[config.mk]
export PLATFORM = sky130hd
export DESIGN_NAME = kms_scanner
export DESIGN_NICKNAME = d
export VERILOG_FILES = /design/src/logic/kms_pkg.sv /design/src/logic/kms_scanner.sv /design/src/logic/kms_col_sampler.sv
export SDC_FILE = /design/constraint.sdc
export NUM_CORES = 1
export LEC_CHECK = 0
export BUFFER_PORTS_ARGS = -buffer_cell sky130_fd_sc_hd__clkbuf_2
export CORE_MARGIN = 5
export CORE_UTILIZATION = 40
export CTS_BUF_LIST = sky130_fd_sc_hd__clkbuf_2 sky130_fd_sc_hd__clkbuf_4 sky130_fd_sc_hd__clkbuf_8
export CTS_CLUSTER_SIZE = 30
export DETAILED_ROUTE_END_ITERATION = 12
export GPL_TIMING_DRIVEN = 0
export PLACE_DENSITY_LB_ADDON = 0.08
export SYNTH_ARGS = -nofsm -noshare
export SYNTH_HDL_FRONTEND = slang
export SYNTH_SLANG_ARGS = --single-unit
[constraint.sdc]
create_clock -name sys_clk -period 5.4 [get_ports sys_clk]
set_input_delay 1.08 -clock sys_clk [delete_from_list [all_inputs] [get_ports sys_clk]]
set_output_delay 1.08 -clock sys_clk [all_outputs]
set_load 0.01 [all_outputs]
[src/logic/kms_pkg.sv]
package kms_pkg;

  // Clock rate of sys_clk.
  localparam int unsigned CLK_HZ = 50_000_000;

  // Register indices on the plain register port.
  localparam logic [1:0] REG_CONFIG = 2'h0;
  localparam logic [1:0] REG_MASK = 2'h1;
  localparam logic [1:0] REG_RESULT = 2'h2;

  // Field positions inside the configuration register.
  localparam int unsigned CFG_SCAN_LSB = 0;
  localparam int unsigned CFG_DEB_LSB = 4;
  localparam int unsigned CFG_SEL_W = 4;

  // Reset values.
  localparam logic [15:0] CONFIG_RESET = 16'h0000;
  localparam logic [15:0] MASK_RESET = 16'h0000;
  localparam logic [15:0] RESULT_RESET = 16'h0000;

  // Matrix size.
  localparam int unsigned ROWS = 4;
  localparam int unsigned COLS = 4;
  localparam int unsigned KEYS = ROWS * COLS;

  // Timing: one scan-interval step and one de-bounce step.
  localparam int unsigned SCAN_STEP_US = 10;
  localparam int unsigned SCAN_STEP_CYC = SCAN_STEP_US * (CLK_HZ / 1_000_000);
  localparam int unsigned DEB_STEP_US = 1000;
  localparam int unsigned DEB_STEP_CYC = DEB_STEP_US * (CLK_HZ / 1_000_000);

  // Settle time after a row is driven, covering the three-stage sampler.
  localparam int unsigned ROW_SETTLE_NS = 160;
  localparam int unsigned ROW_SETTLE_CYC =
    (ROW_SETTLE_NS * (CLK_HZ / 1_000_000) + 999) / 1000;

  // Request on the register port.
  typedef struct packed {
    logic [1:0] addr;
    logic [15:0] wdata;
    logic wr;
    logic rd;
  } kms_reg_req_t;

  // Scanner states.
  typedef enum logic [1:0] {
    KMS_WAIT,
    KMS_SCAN,
    KMS_DEBOUNCE
  } kms_state_t;

endpackage

[src/logic/kms_scanner.sv]
module kms_scanner #(
  parameter int unsigned DEB_STEP = kms_pkg::DEB_STEP_CYC
) (
  // Clock, reset and clock enable.
  input wire logic sys_clk,
  input wire logic rst,
  input wire logic ce,
  // Register port behind the serial interface.
  input wire kms_pkg::kms_reg_req_t reg_req,
  output logic [15:0] reg_rdata,
  // Keypad matrix.
  output logic [3:0] row_drive,
  input wire logic [3:0] col_in,
  // Host interrupt, active low.
  output logic key_event_irq_n
);

  ////////////////////////////////////////////////////////////////////////
  // Helpers.

  // Cycles for a step count: a selector of zero still gives one step.
  function automatic logic [31:0] step_cycles(logic [3:0] sel,
                                              int unsigned step);
    step_cycles = ({28'h0000000, sel} + 32'h00000001) * 32'(step);
  endfunction

  // Key bit position for a row and column.
  function automatic logic [3:0] key_pos(logic [1:0] row, logic [1:0] col);
    key_pos = {row, col};
  endfunction

  ////////////////////////////////////////////////////////////////////////
  // Column lines come from outside the clock domain.

  logic [3:0] col_clean;

  kms_col_sampler u_sampler (
    .sys_clk(sys_clk),
    .rst(rst),
    .ce(ce),
    .col_raw(col_in),
    .col_clean(col_clean)
  );

  ////////////////////////////////////////////////////////////////////////
  // Register file.

  logic [15:0] cfg;
  logic [15:0] mask;
  logic [15:0] next_cfg;
  logic [15:0] next_mask;
  logic [15:0] next_rdata;
  logic read_seen;
  logic next_read_seen;
  logic [15:0] result;
  logic [15:0] next_result;
  logic irq_set;

  // Writes steer the scanner; reads return one cycle later.
  always_comb begin
    next_cfg = cfg;
    next_mask = mask;
    next_rdata = 16'h0000;
    if (reg_req.wr) begin
      case (reg_req.addr)
        kms_pkg::REG_CONFIG: next_cfg = reg_req.wdata;
        kms_pkg::REG_MASK: next_mask = reg_req.wdata;
        default: ;
      endcase
    end
    if (reg_req.rd) begin
      case (reg_req.addr)
        kms_pkg::REG_CONFIG: next_rdata = cfg;
        kms_pkg::REG_MASK: next_rdata = mask;
        kms_pkg::REG_RESULT: next_rdata = result;
        default: next_rdata = 16'h0000;
      endcase
    end
  end

  // Reading the result arms the interrupt release; a fresh report clears
  // the armed state and wins over a read in the same cycle.
  always_comb begin
    next_read_seen = read_seen;
    if (reg_req.rd && reg_req.addr == kms_pkg::REG_RESULT) begin
      next_read_seen = 1'b1;
    end
    if (irq_set) begin
      next_read_seen = 1'b0;
    end
  end

  always_ff @(posedge sys_clk or posedge rst) begin
    if (rst) begin
      cfg <= kms_pkg::CONFIG_RESET;
      mask <= kms_pkg::MASK_RESET;
      reg_rdata <= 16'h0000;
      read_seen <= 1'b0;
    end else if (ce) begin
      cfg <= next_cfg;
      mask <= next_mask;
      reg_rdata <= next_rdata;
      read_seen <= next_read_seen;
    end
  end

  ////////////////////////////////////////////////////////////////////////
  // Scan engine.

  kms_pkg::kms_state_t state;
  kms_pkg::kms_state_t next_state;
  logic [31:0] timer;
  logic [31:0] next_timer;
  logic [1:0] row;
  logic [1:0] next_row;
  logic [15:0] acc;
  logic [15:0] next_acc;
  logic confirm;
  logic next_confirm;
  logic [3:0] next_row_drive;
  logic next_irq_n;
  logic [31:0] scan_gap;
  logic [31:0] deb_time;
  logic [15:0] acc_now;
  logic [15:0] unmasked;

  assign scan_gap = step_cycles(cfg[kms_pkg::CFG_SCAN_LSB +: 4],
                                kms_pkg::SCAN_STEP_CYC);
  assign deb_time = step_cycles(cfg[kms_pkg::CFG_DEB_LSB +: 4],
                                DEB_STEP);

  // The whole matrix is walked one row at a time. A high column while a
  // row is driven marks that key, so a column tied high marks all four.
  always_comb begin
    acc_now = acc;
    for (int c = 0; c < 4; c++) begin
      acc_now[key_pos(row, 2'(c))] = col_clean[c];
    end
  end

  assign unmasked = acc_now & ~mask;

  // Periodic scan, then a second scan after the de-bounce time; only a
  // press still present on the second scan is reported. Polling keeps
  // the rows quiet between scans at the cost of up to one interval of
  // detection latency.
  always_comb begin
    next_state = state;
    next_timer = timer;
    next_row = row;
    next_acc = acc;
    next_confirm = confirm;
    next_row_drive = 4'h0;
    next_result = result;
    next_irq_n = key_event_irq_n;
    irq_set = 1'b0;
    case (state)
      kms_pkg::KMS_WAIT: begin
        if (timer + 32'h00000001 >= scan_gap) begin
          next_timer = 32'h00000000;
          next_row = 2'h0;
          next_acc = 16'h0000;
          next_row_drive = 4'h1;
          next_state = kms_pkg::KMS_SCAN;
        end else begin
          next_timer = timer + 32'h00000001;
        end
      end
      kms_pkg::KMS_SCAN: begin
        next_row_drive = row_drive;
        if (timer + 32'h00000001 < 32'(kms_pkg::ROW_SETTLE_CYC)) begin
          next_timer = timer + 32'h00000001;
        end else begin
          next_timer = 32'h00000000;
          next_acc = acc_now;
          if (row != 2'h3) begin
            next_row = row + 2'h1;
            next_row_drive = row_drive << 1;
          end else begin
            next_row_drive = 4'h0;
            next_state = kms_pkg::KMS_WAIT;
            if (!confirm) begin
              if (unmasked != 16'h0000) begin
                next_confirm = 1'b1;
                next_state = kms_pkg::KMS_DEBOUNCE;
              end else if (read_seen) begin
                next_irq_n = 1'b1;
              end
            end else begin
              next_confirm = 1'b0;
              if (unmasked != 16'h0000) begin
                next_result = unmasked;
                next_irq_n = 1'b0;
                irq_set = 1'b1;
              end
            end
          end
        end
      end
      kms_pkg::KMS_DEBOUNCE: begin
        if (timer + 32'h00000001 >= deb_time) begin
          next_timer = 32'h00000000;
          next_row = 2'h0;
          next_acc = 16'h0000;
          next_row_drive = 4'h1;
          next_state = kms_pkg::KMS_SCAN;
        end else begin
          next_timer = timer + 32'h00000001;
        end
      end
      default: begin
        next_state = kms_pkg::KMS_WAIT;
        next_timer = 32'h00000000;
        next_confirm = 1'b0;
      end
    endcase
  end

  always_ff @(posedge sys_clk or posedge rst) begin
    if (rst) begin
      state <= kms_pkg::KMS_WAIT;
      timer <= 32'h00000000;
      row <= 2'h0;
      acc <= 16'h0000;
      confirm <= 1'b0;
      row_drive <= 4'h0;
      result <= kms_pkg::RESULT_RESET;
      key_event_irq_n <= 1'b1;
    end else if (ce) begin
      state <= next_state;
      timer <= next_timer;
      row <= next_row;
      acc <= next_acc;
      confirm <= next_confirm;
      row_drive <= next_row_drive;
      result <= next_result;
      key_event_irq_n <= next_irq_n;
    end
  end

endmodule

[src/logic/kms_col_sampler.sv]
// Three-stage sampler for the column lines; the output changes only once
// the second and third stages agree, so a single metastable settle or a
// one-cycle glitch never reaches the scanner.
module kms_col_sampler (
  // Clock, reset and clock enable.
  input wire logic sys_clk,
  input wire logic rst,
  input wire logic ce,
  // Raw column lines and their filtered image.
  input wire logic [3:0] col_raw,
  output logic [3:0] col_clean
);

  logic [3:0] stage1;
  logic [3:0] stage2;
  logic [3:0] stage3;
  logic [3:0] next_clean;

  ////////////////////////////////////////////////////////////////////////
  // Accept a bit only where the two later stages agree.
  always_comb begin
    for (int i = 0; i < 4; i++) begin
      next_clean[i] = (stage2[i] == stage3[i]) ? stage3[i] : col_clean[i];
    end
  end

  // The first stage feeds the second stage and nothing else.
  always_ff @(posedge sys_clk or posedge rst) begin
    if (rst) begin
      stage1 <= 4'h0;
      stage2 <= 4'h0;
      stage3 <= 4'h0;
      col_clean <= 4'h0;
    end else if (ce) begin
      stage1 <= col_raw;
      stage2 <= stage1;
      stage3 <= stage2;
      col_clean <= next_clean;
    end
  end

endmodule

**Word-level counts from Yosys, hierarchy flattened**

Cells that the tools add are included.

- Memories kept: 0
- Flip-flop bits (word level): 139
- Memory bits (read-only): 0
- Bits in latches: 0
- Output and inout port bits: 21
- Input port bits: 27
- Memory bits (writable): 0
- Logic and storage cells: 137

- Multiplexer cells: 54
- Shift-type cells: 0
- Reductions and logical operators: 26
- Div/mod/pow operators: 0
- $lt $le $gt $ge: 11
- Eq/ne operators: 16
- Add/subtract/negate cells: 4
- Multipliers: 2
- Bitwise operators: 5

Operators by type and width:

| operator | number |
|---|---|
| 32-bit two-way mux | 3 |
| 16-bit case mux with 3 select lines | 2 |
| 32-bit case mux with 3 select lines | 1 |
| 16-bit bitwise mux | 4 |
| 16-bit two-way mux | 4 |
| 32-bit by 1-bit adder with 32-bit output (second input constant) | 1 |
| 32-bit by 14-bit >= comparator with 1-bit output | 1 |
| 32-bit by 21-bit >= comparator with 1-bit output | 1 |
| 32-bit by 4-bit less-than comparator with 1-bit output (second input constant) | 1 |
| 4-bit by 5-bit less-than comparator with 1-bit output (second input constant) | 4 |
| 1-bit two-way mux | 20 |
| 2-bit two-way mux | 10 |
| 5-bit by 12-bit multiplier with 17-bit output (second input constant) | 1 |
| 16-bit AND | 1 |
| 4-bit by 1-bit >= comparator with 1-bit output (second input constant) | 4 |
| 16-bit NOT | 1 |
| 16-bit nonzero test | 1 |
| 2-bit != test (second input constant) | 7 |
| 5-bit by 7-bit multiplier with 12-bit output (second input constant) | 1 |
| 2-bit case mux with 3 select lines | 2 |
| 4-bit case mux with 3 select lines | 1 |
| 2-bit AND reduction | 6 |
| 6-bit AND reduction | 2 |
| 4-bit by 1-bit adder with 5-bit output (second input constant) | 2 |
| other kinds (18) | 37 |

**Longest topological paths before layout**

- Depth in word-level cells: 17
- Mapped depth: 29
- Gate-level depth less buffers: 27

**By module**

Synthesis repeated with hierarchy kept, for this count alone.

- Cells, all modules: 957
- Area, all modules: 9571.7 um2

Modules (own cells, without submodules):

| module | cells an instance | times used | sequential area each (um2) | area each (um2) |
|---|---|---|---|---|
| kms_scanner | 906 | 1 | 3079.2 | 8928.6 |
| kms_col_sampler | 51 | 1 | 400.4 | 643.1 |

**Worst setup path after synthesis**

No wires, ideal clock.

- Path type: flip-flop to flip-flop
- Start point: reg cfg[0]
- End point: reg state[0]
- Period minus slack after synthesis: 5705 ps
- Path buffers: 2
- Data arrival time: 5587 ps
- Library setup time: 118 ps
- Stages on the path, launching flop included: 27
- Required time: 5282 ps
- Setup slack: -305 ps
- Cells stage by stage: dfrtp_1 ha_1 xor2_1 fa_1 inv_1 fa_1 fa_1 inv_1 ha_1 a21oi_1 o21bai_1 a21oi_1 o21bai_1 a21oi_1 xnor2_1 ha_1 nand4_1 nor2_1 o211a_1 o31ai_1 nand4bb_1 a21oi_1 o21ai_1 buf_2 clkbuf_1 o211ai_1 a21o_1

- Cells in the longest elaborated chain, start to end: 5

RTL lines:

| item | RTL line | RTL |
|---|---|---|
| from (decl) | kms_scanner.sv:48 | `logic [15:0] cfg;` |
| from (signal assigned) | kms_scanner.sv:95 | `cfg <= kms_pkg::CONFIG_RESET;` |
| from (signal assigned) | kms_scanner.sv:100 | `cfg <= next_cfg;` |
| 4-bit by 1-bit adder with 5-bit output | kms_scanner.sv:24 | `step_cycles = ({28'h0000000, sel} + 32'h00000001) * 32'(step);` |
| 5-bit by 7-bit multiplier with 12-bit output | kms_scanner.sv:24 |  |
| 32-bit by 14-bit >= comparator with 1-bit output | kms_scanner.sv:159 | `if (timer + 32'h00000001 >= scan_gap) begin` |
| 2-bit != test (no line) | - |  |
| 5-bit AND reduction (no line) | - |  |
| to (signal assigned) | kms_scanner.sv:221 | `state <= kms_pkg::KMS_WAIT;` |
| to (signal assigned) | kms_scanner.sv:230 | `state <= next_state;` |
| to (decl) | kms_scanner.sv:110 | `kms_pkg::kms_state_t state;` |

Every way passes these cells.
A chain may end at the register's enable or synchronous reset.

**Worst setup path in the final report**

- Start point: reg cfg[0]
- End point: reg acc[10]

- Cells in the longest elaborated chain, start to end: 5

RTL lines:

| item | RTL line | RTL |
|---|---|---|
| 4-bit by 1-bit adder with 5-bit output | kms_scanner.sv:24 |  |
| 5-bit by 7-bit multiplier with 12-bit output | kms_scanner.sv:24 |  |
| 32-bit by 14-bit >= comparator with 1-bit output | kms_scanner.sv:159 |  |
| 2-bit != test (no line) | - |  |
| 5-bit AND reduction (no line) | - |  |
| to (signal assigned) | kms_scanner.sv:233 | `acc <= next_acc;` |
| to (decl) | kms_scanner.sv:116 | `logic [15:0] acc;` |

Every way passes these cells.

==> key figures <==
Timing
  • Final TNS setup: -3.02 ns
  • Max transition margin: 37.2%
  • Minimum clock period: 5.53 ns
  • Fin crit share: 102%
  • Least-Margin Pin Slew: 0.943 ns
  • Final setup fails: 40
  • Slew Viols, Final: 0
  • Clk_skew: between 0.02 and 0.025 ns
  • Min setup slack post-route: -0.131 ns
  • Final Hold Vio Count: 0
  • RSZ-0062 raised after global routing: true
  • F_max: 181 MHz

Logic synthesis
  • Top-area cell type share of the netlist area: 36.6%
  • Cell Area, Synth: 0.00944 mm^2
  • Post-synth ARST share: 100%
  • Ranking of synthesized cells by area: dfrtp_1 (37%), ha_1 (12%), mux2_2 (5.4%), mux2i_1 (3.6%), o2bb2ai_1 (3.4%)
  • Most instantiated library cell after synthesis: dfrtp_1
  • Sequential share of the synthesized area: 36.9%
  • Largest area contributor in the netlist: dfrtp_1
  • Syn_nets: between 1000 and 1500
  • Synth unique cells: 71
  • YS warnings: 0
  • Post-synth top cells: dfrtp_1 (138), ha_1 (89), nor2_1 (61)
  • Post-synth EDFFs: 0
  • Synth Register Bits: ~140
  • Mapped Avg Cell Area: 10.1 um^2
  • Ys flop type: dfrtp_1
  • Cells after Synth: 934

CTS
  • H-tree depth: 4
  • Total CTS buffers: 17
  • CTS Root Cell: clkbuf_8
  • Clock slew at reported path FFs: 0.08 ns
  • Clk Latency, worst-skew pair: 0.46 ns
  • Clock sinks: about 140
  • TritonCTS clock tree: yes
  • Clock tree buffer depth: 2
  • Hold_buf cts: 0

Critical path
  • CP endpoint kind: flop
  • Crit path required time: 5.73 ns
  • Most frequent CP cell: fa_1
  • Crit-path max FO: 6
  • Critical Path Source Type: flop
  • Critical Path Start: cfg[0]$_DFFE_PP0P_
  • Reg2reg start: cfg[0]$_DFFE_PP0P_
  • CP max stage delay: 0.58 ns
  • Critical path class: reg2reg
  • Worst path slowest cell: fa_1
  • Critical path arrival: 5.86 ns

Die
  • Die height: 164 um
  • FP Rows: between 50 and 60
  • Starting Density: 40.5%
  • Core ar.: 0.0233 mm^2
  • # IOs: 48
  • Die Area: between 0.02 and 0.03 mm^2
  • Die extent in x: roughly 160 um

Power
  • Max VDD drop: 0.000376 V
  • Power share of the clock group: 15.9%
  • Switching part of the total: a little over two fifths
  • Comb pwr share: 61.1%
  • Pwr dens: 495 mW/mm^2
  • LEAKAGE: 5.35 nW
  • Internal power: 0.00328 W
  • Net Sw Power: between 0.002 and 0.0025 W
  • Seq pwr share: 23.0%
  • Total Power: 0.00570 W

Routing
  • Via-to-Cell Ratio: between 5 and 6
  • Total vias in the final route: approximately 7200
  • 1st-iter DRT viols: approximately 300
  • First-pass iteration count of the detailed router: 4
  • Aggregate routed wire length: 24.7 mm
  • Antenna Nets Post-Route: 0
  • # DRC: 0
  • Wirelength per Cell: 18.1 um

Cells and area
  • Area growth syn-to-layout: 22.0%
  • N_diodes: 0
  • Nets: roughly 1200
  • Share of cells above drive strength 1: 28.9%

Run
  • Maxcap violations: 0

Placement
  • Gpl congestion: between 0.8 and 0.9
  • HPWL Detailed: between 15 and 20 mm
  • I/O Buffers: 47

Hold path
  • Hold/Removal Path Class: reg2reg
  • Worst Hold Launch: reg_rdata[9]$_DFFE_PP0P_

Global routing
  • Initial antenna violation count: 0
  • Global Route Usage Sum: 19.2%
  • Grt total ovfl: 0
  • Vias in the first global route: 7380
  • Global-route wire length before repair: 40.5 mm
  • Largest net degree at the start of global routing: 90

Run status
  • Status: complete, but fails checks
  • Failing checks: setup timing
layout by cell type, fill, tap and decap left out, types with 24 or more instances in the layout:
cell type  instances
dfrtp_1          133
ha_1              79
nor2_1            57
inv_1             53
nand2_1           47
clkbuf_2          47
mux2_2            44
a21oi_1           38
o21ai_0           35
mux2i_1           34
buf_4             32
clkbuf_1          29
xnor2_1           24
worst paths after layout:
path | depth (start not counted) | slack, ns | end
max reg2reg | 27 | -0.13 | acc[10]$_DFFE_PP0P_
min | 1 | 0.49 | reg_rdata[9]$_DFFE_PP0P_
max | 27 | -0.13 | acc[10]$_DFFE_PP0P_
min reg2reg | 1 | 0.49 | reg_rdata[9]$_DFFE_PP0P_
max in group asynchronous | 3 | 3.84 | cfg[4]$_DFFE_PP0P_
min in group asynchronous | 2 | 0.79 | u_sampler.stage2[3]$_DFFE_PP0P_
cell families after synthesis:
kind of cell	Yosys count	synth area share, %
simple gates	241	14.0
compound gates	198	14.4
flops	139	36.9
buf+inv	117	5.39
fa+ha+maj	100	14.1
mux	90	10.7
xor+xnor	49	4.55
metal layers:
metal | vias up | wire length [um] | global-route usage, %
li1 | 3561 | - | -
met1 | 3551 | 11600 | 26.3
met2 | 103 | 12000 | 32.0
met3 | 19 | 780 | 3.03
met4 | 0 | 346 | 4.69
met5 | - | 0 | 0
what timing repair did:
| action | CTS | global route |
|---|---|---|
| gates cloned | 2 | 0 |
| setup buffers | 24 | 9 |
| gates resized for setup | 94 | 24 |
| hold endpoints to repair | 0 | 0 |
| setup endpoints to repair | 42 | 42 |
| pin swaps | 61 | 43 |
critical path, delay by kind of cell (launching register included):
family                     cells  cell delay [ns]
adders and majority gates      5             2.15
AOI/OAI and AO/OA             10             1.36
and+or+nand+nor                5             0.61
buffers and inverters          5             0.58
DFF                            1             0.43
xor gates and xnor gates       2             0.29
stage by stage:
stage          instances  util, %  hold slack [ns]  setup slack [ns]  instance area, um^2
2_1_floorplan        934        -            0.455           0.00257                 9480
3_3_place_gp        1300     43.3            0.471             -1.76                10100
3_5_place_dp        1302     43.5            0.473            -0.949                10200
4_1_cts             1360     48.5            0.494           -0.0940                11300
5_1_grt             1369     49.4            0.505            -0.432                11500
6_report            1369     49.4            0.487            -0.131                11500
state kept, by name, summed over array words and instances (netlist names):
| name | flops |
|---|---|
| cfg | 16 |
| row_drive | 4 |
| u_sampler.stage2 | 4 |
| confirm | 1 |
| result | 16 |
| row | 2 |
| read_seen | 1 |
| u_sampler.col_clean | 4 |
| state | 2 |
| u_sampler.stage3 | 4 |
| mask | 16 |
| u_sampler.stage1 | 4 |
| timer | 32 |
| acc | 16 |
| key_event_irq_n | 1 |
| reg_rdata | 16 |
cell type report:
class | count | area, um^2
fill | 2220 | 11800
multi-input combinational | 678 | 6040
sequential | 139 | 3490
timing repair buffer | 84 | 604
tap | 319 | 399
buffer | 56 | 332
clock buffer | 19 | 255
inverter | 61 | 240
clock inverter | 13 | 158
power by group through the flow:
stage	Sequential (W)	Combinational [W]	Clock (W)
after floorplan	0.00128	0.00210	0
after global placement	0.00132	0.00271	0
after detailed placement	0.00132	0.00272	0
after CTS	0.00131	0.00337	0.000929
after global routing	0.00133	0.00395	0.000975
final	0.00131	0.00348	0.000904
Power figures use the tool's default switching activity.
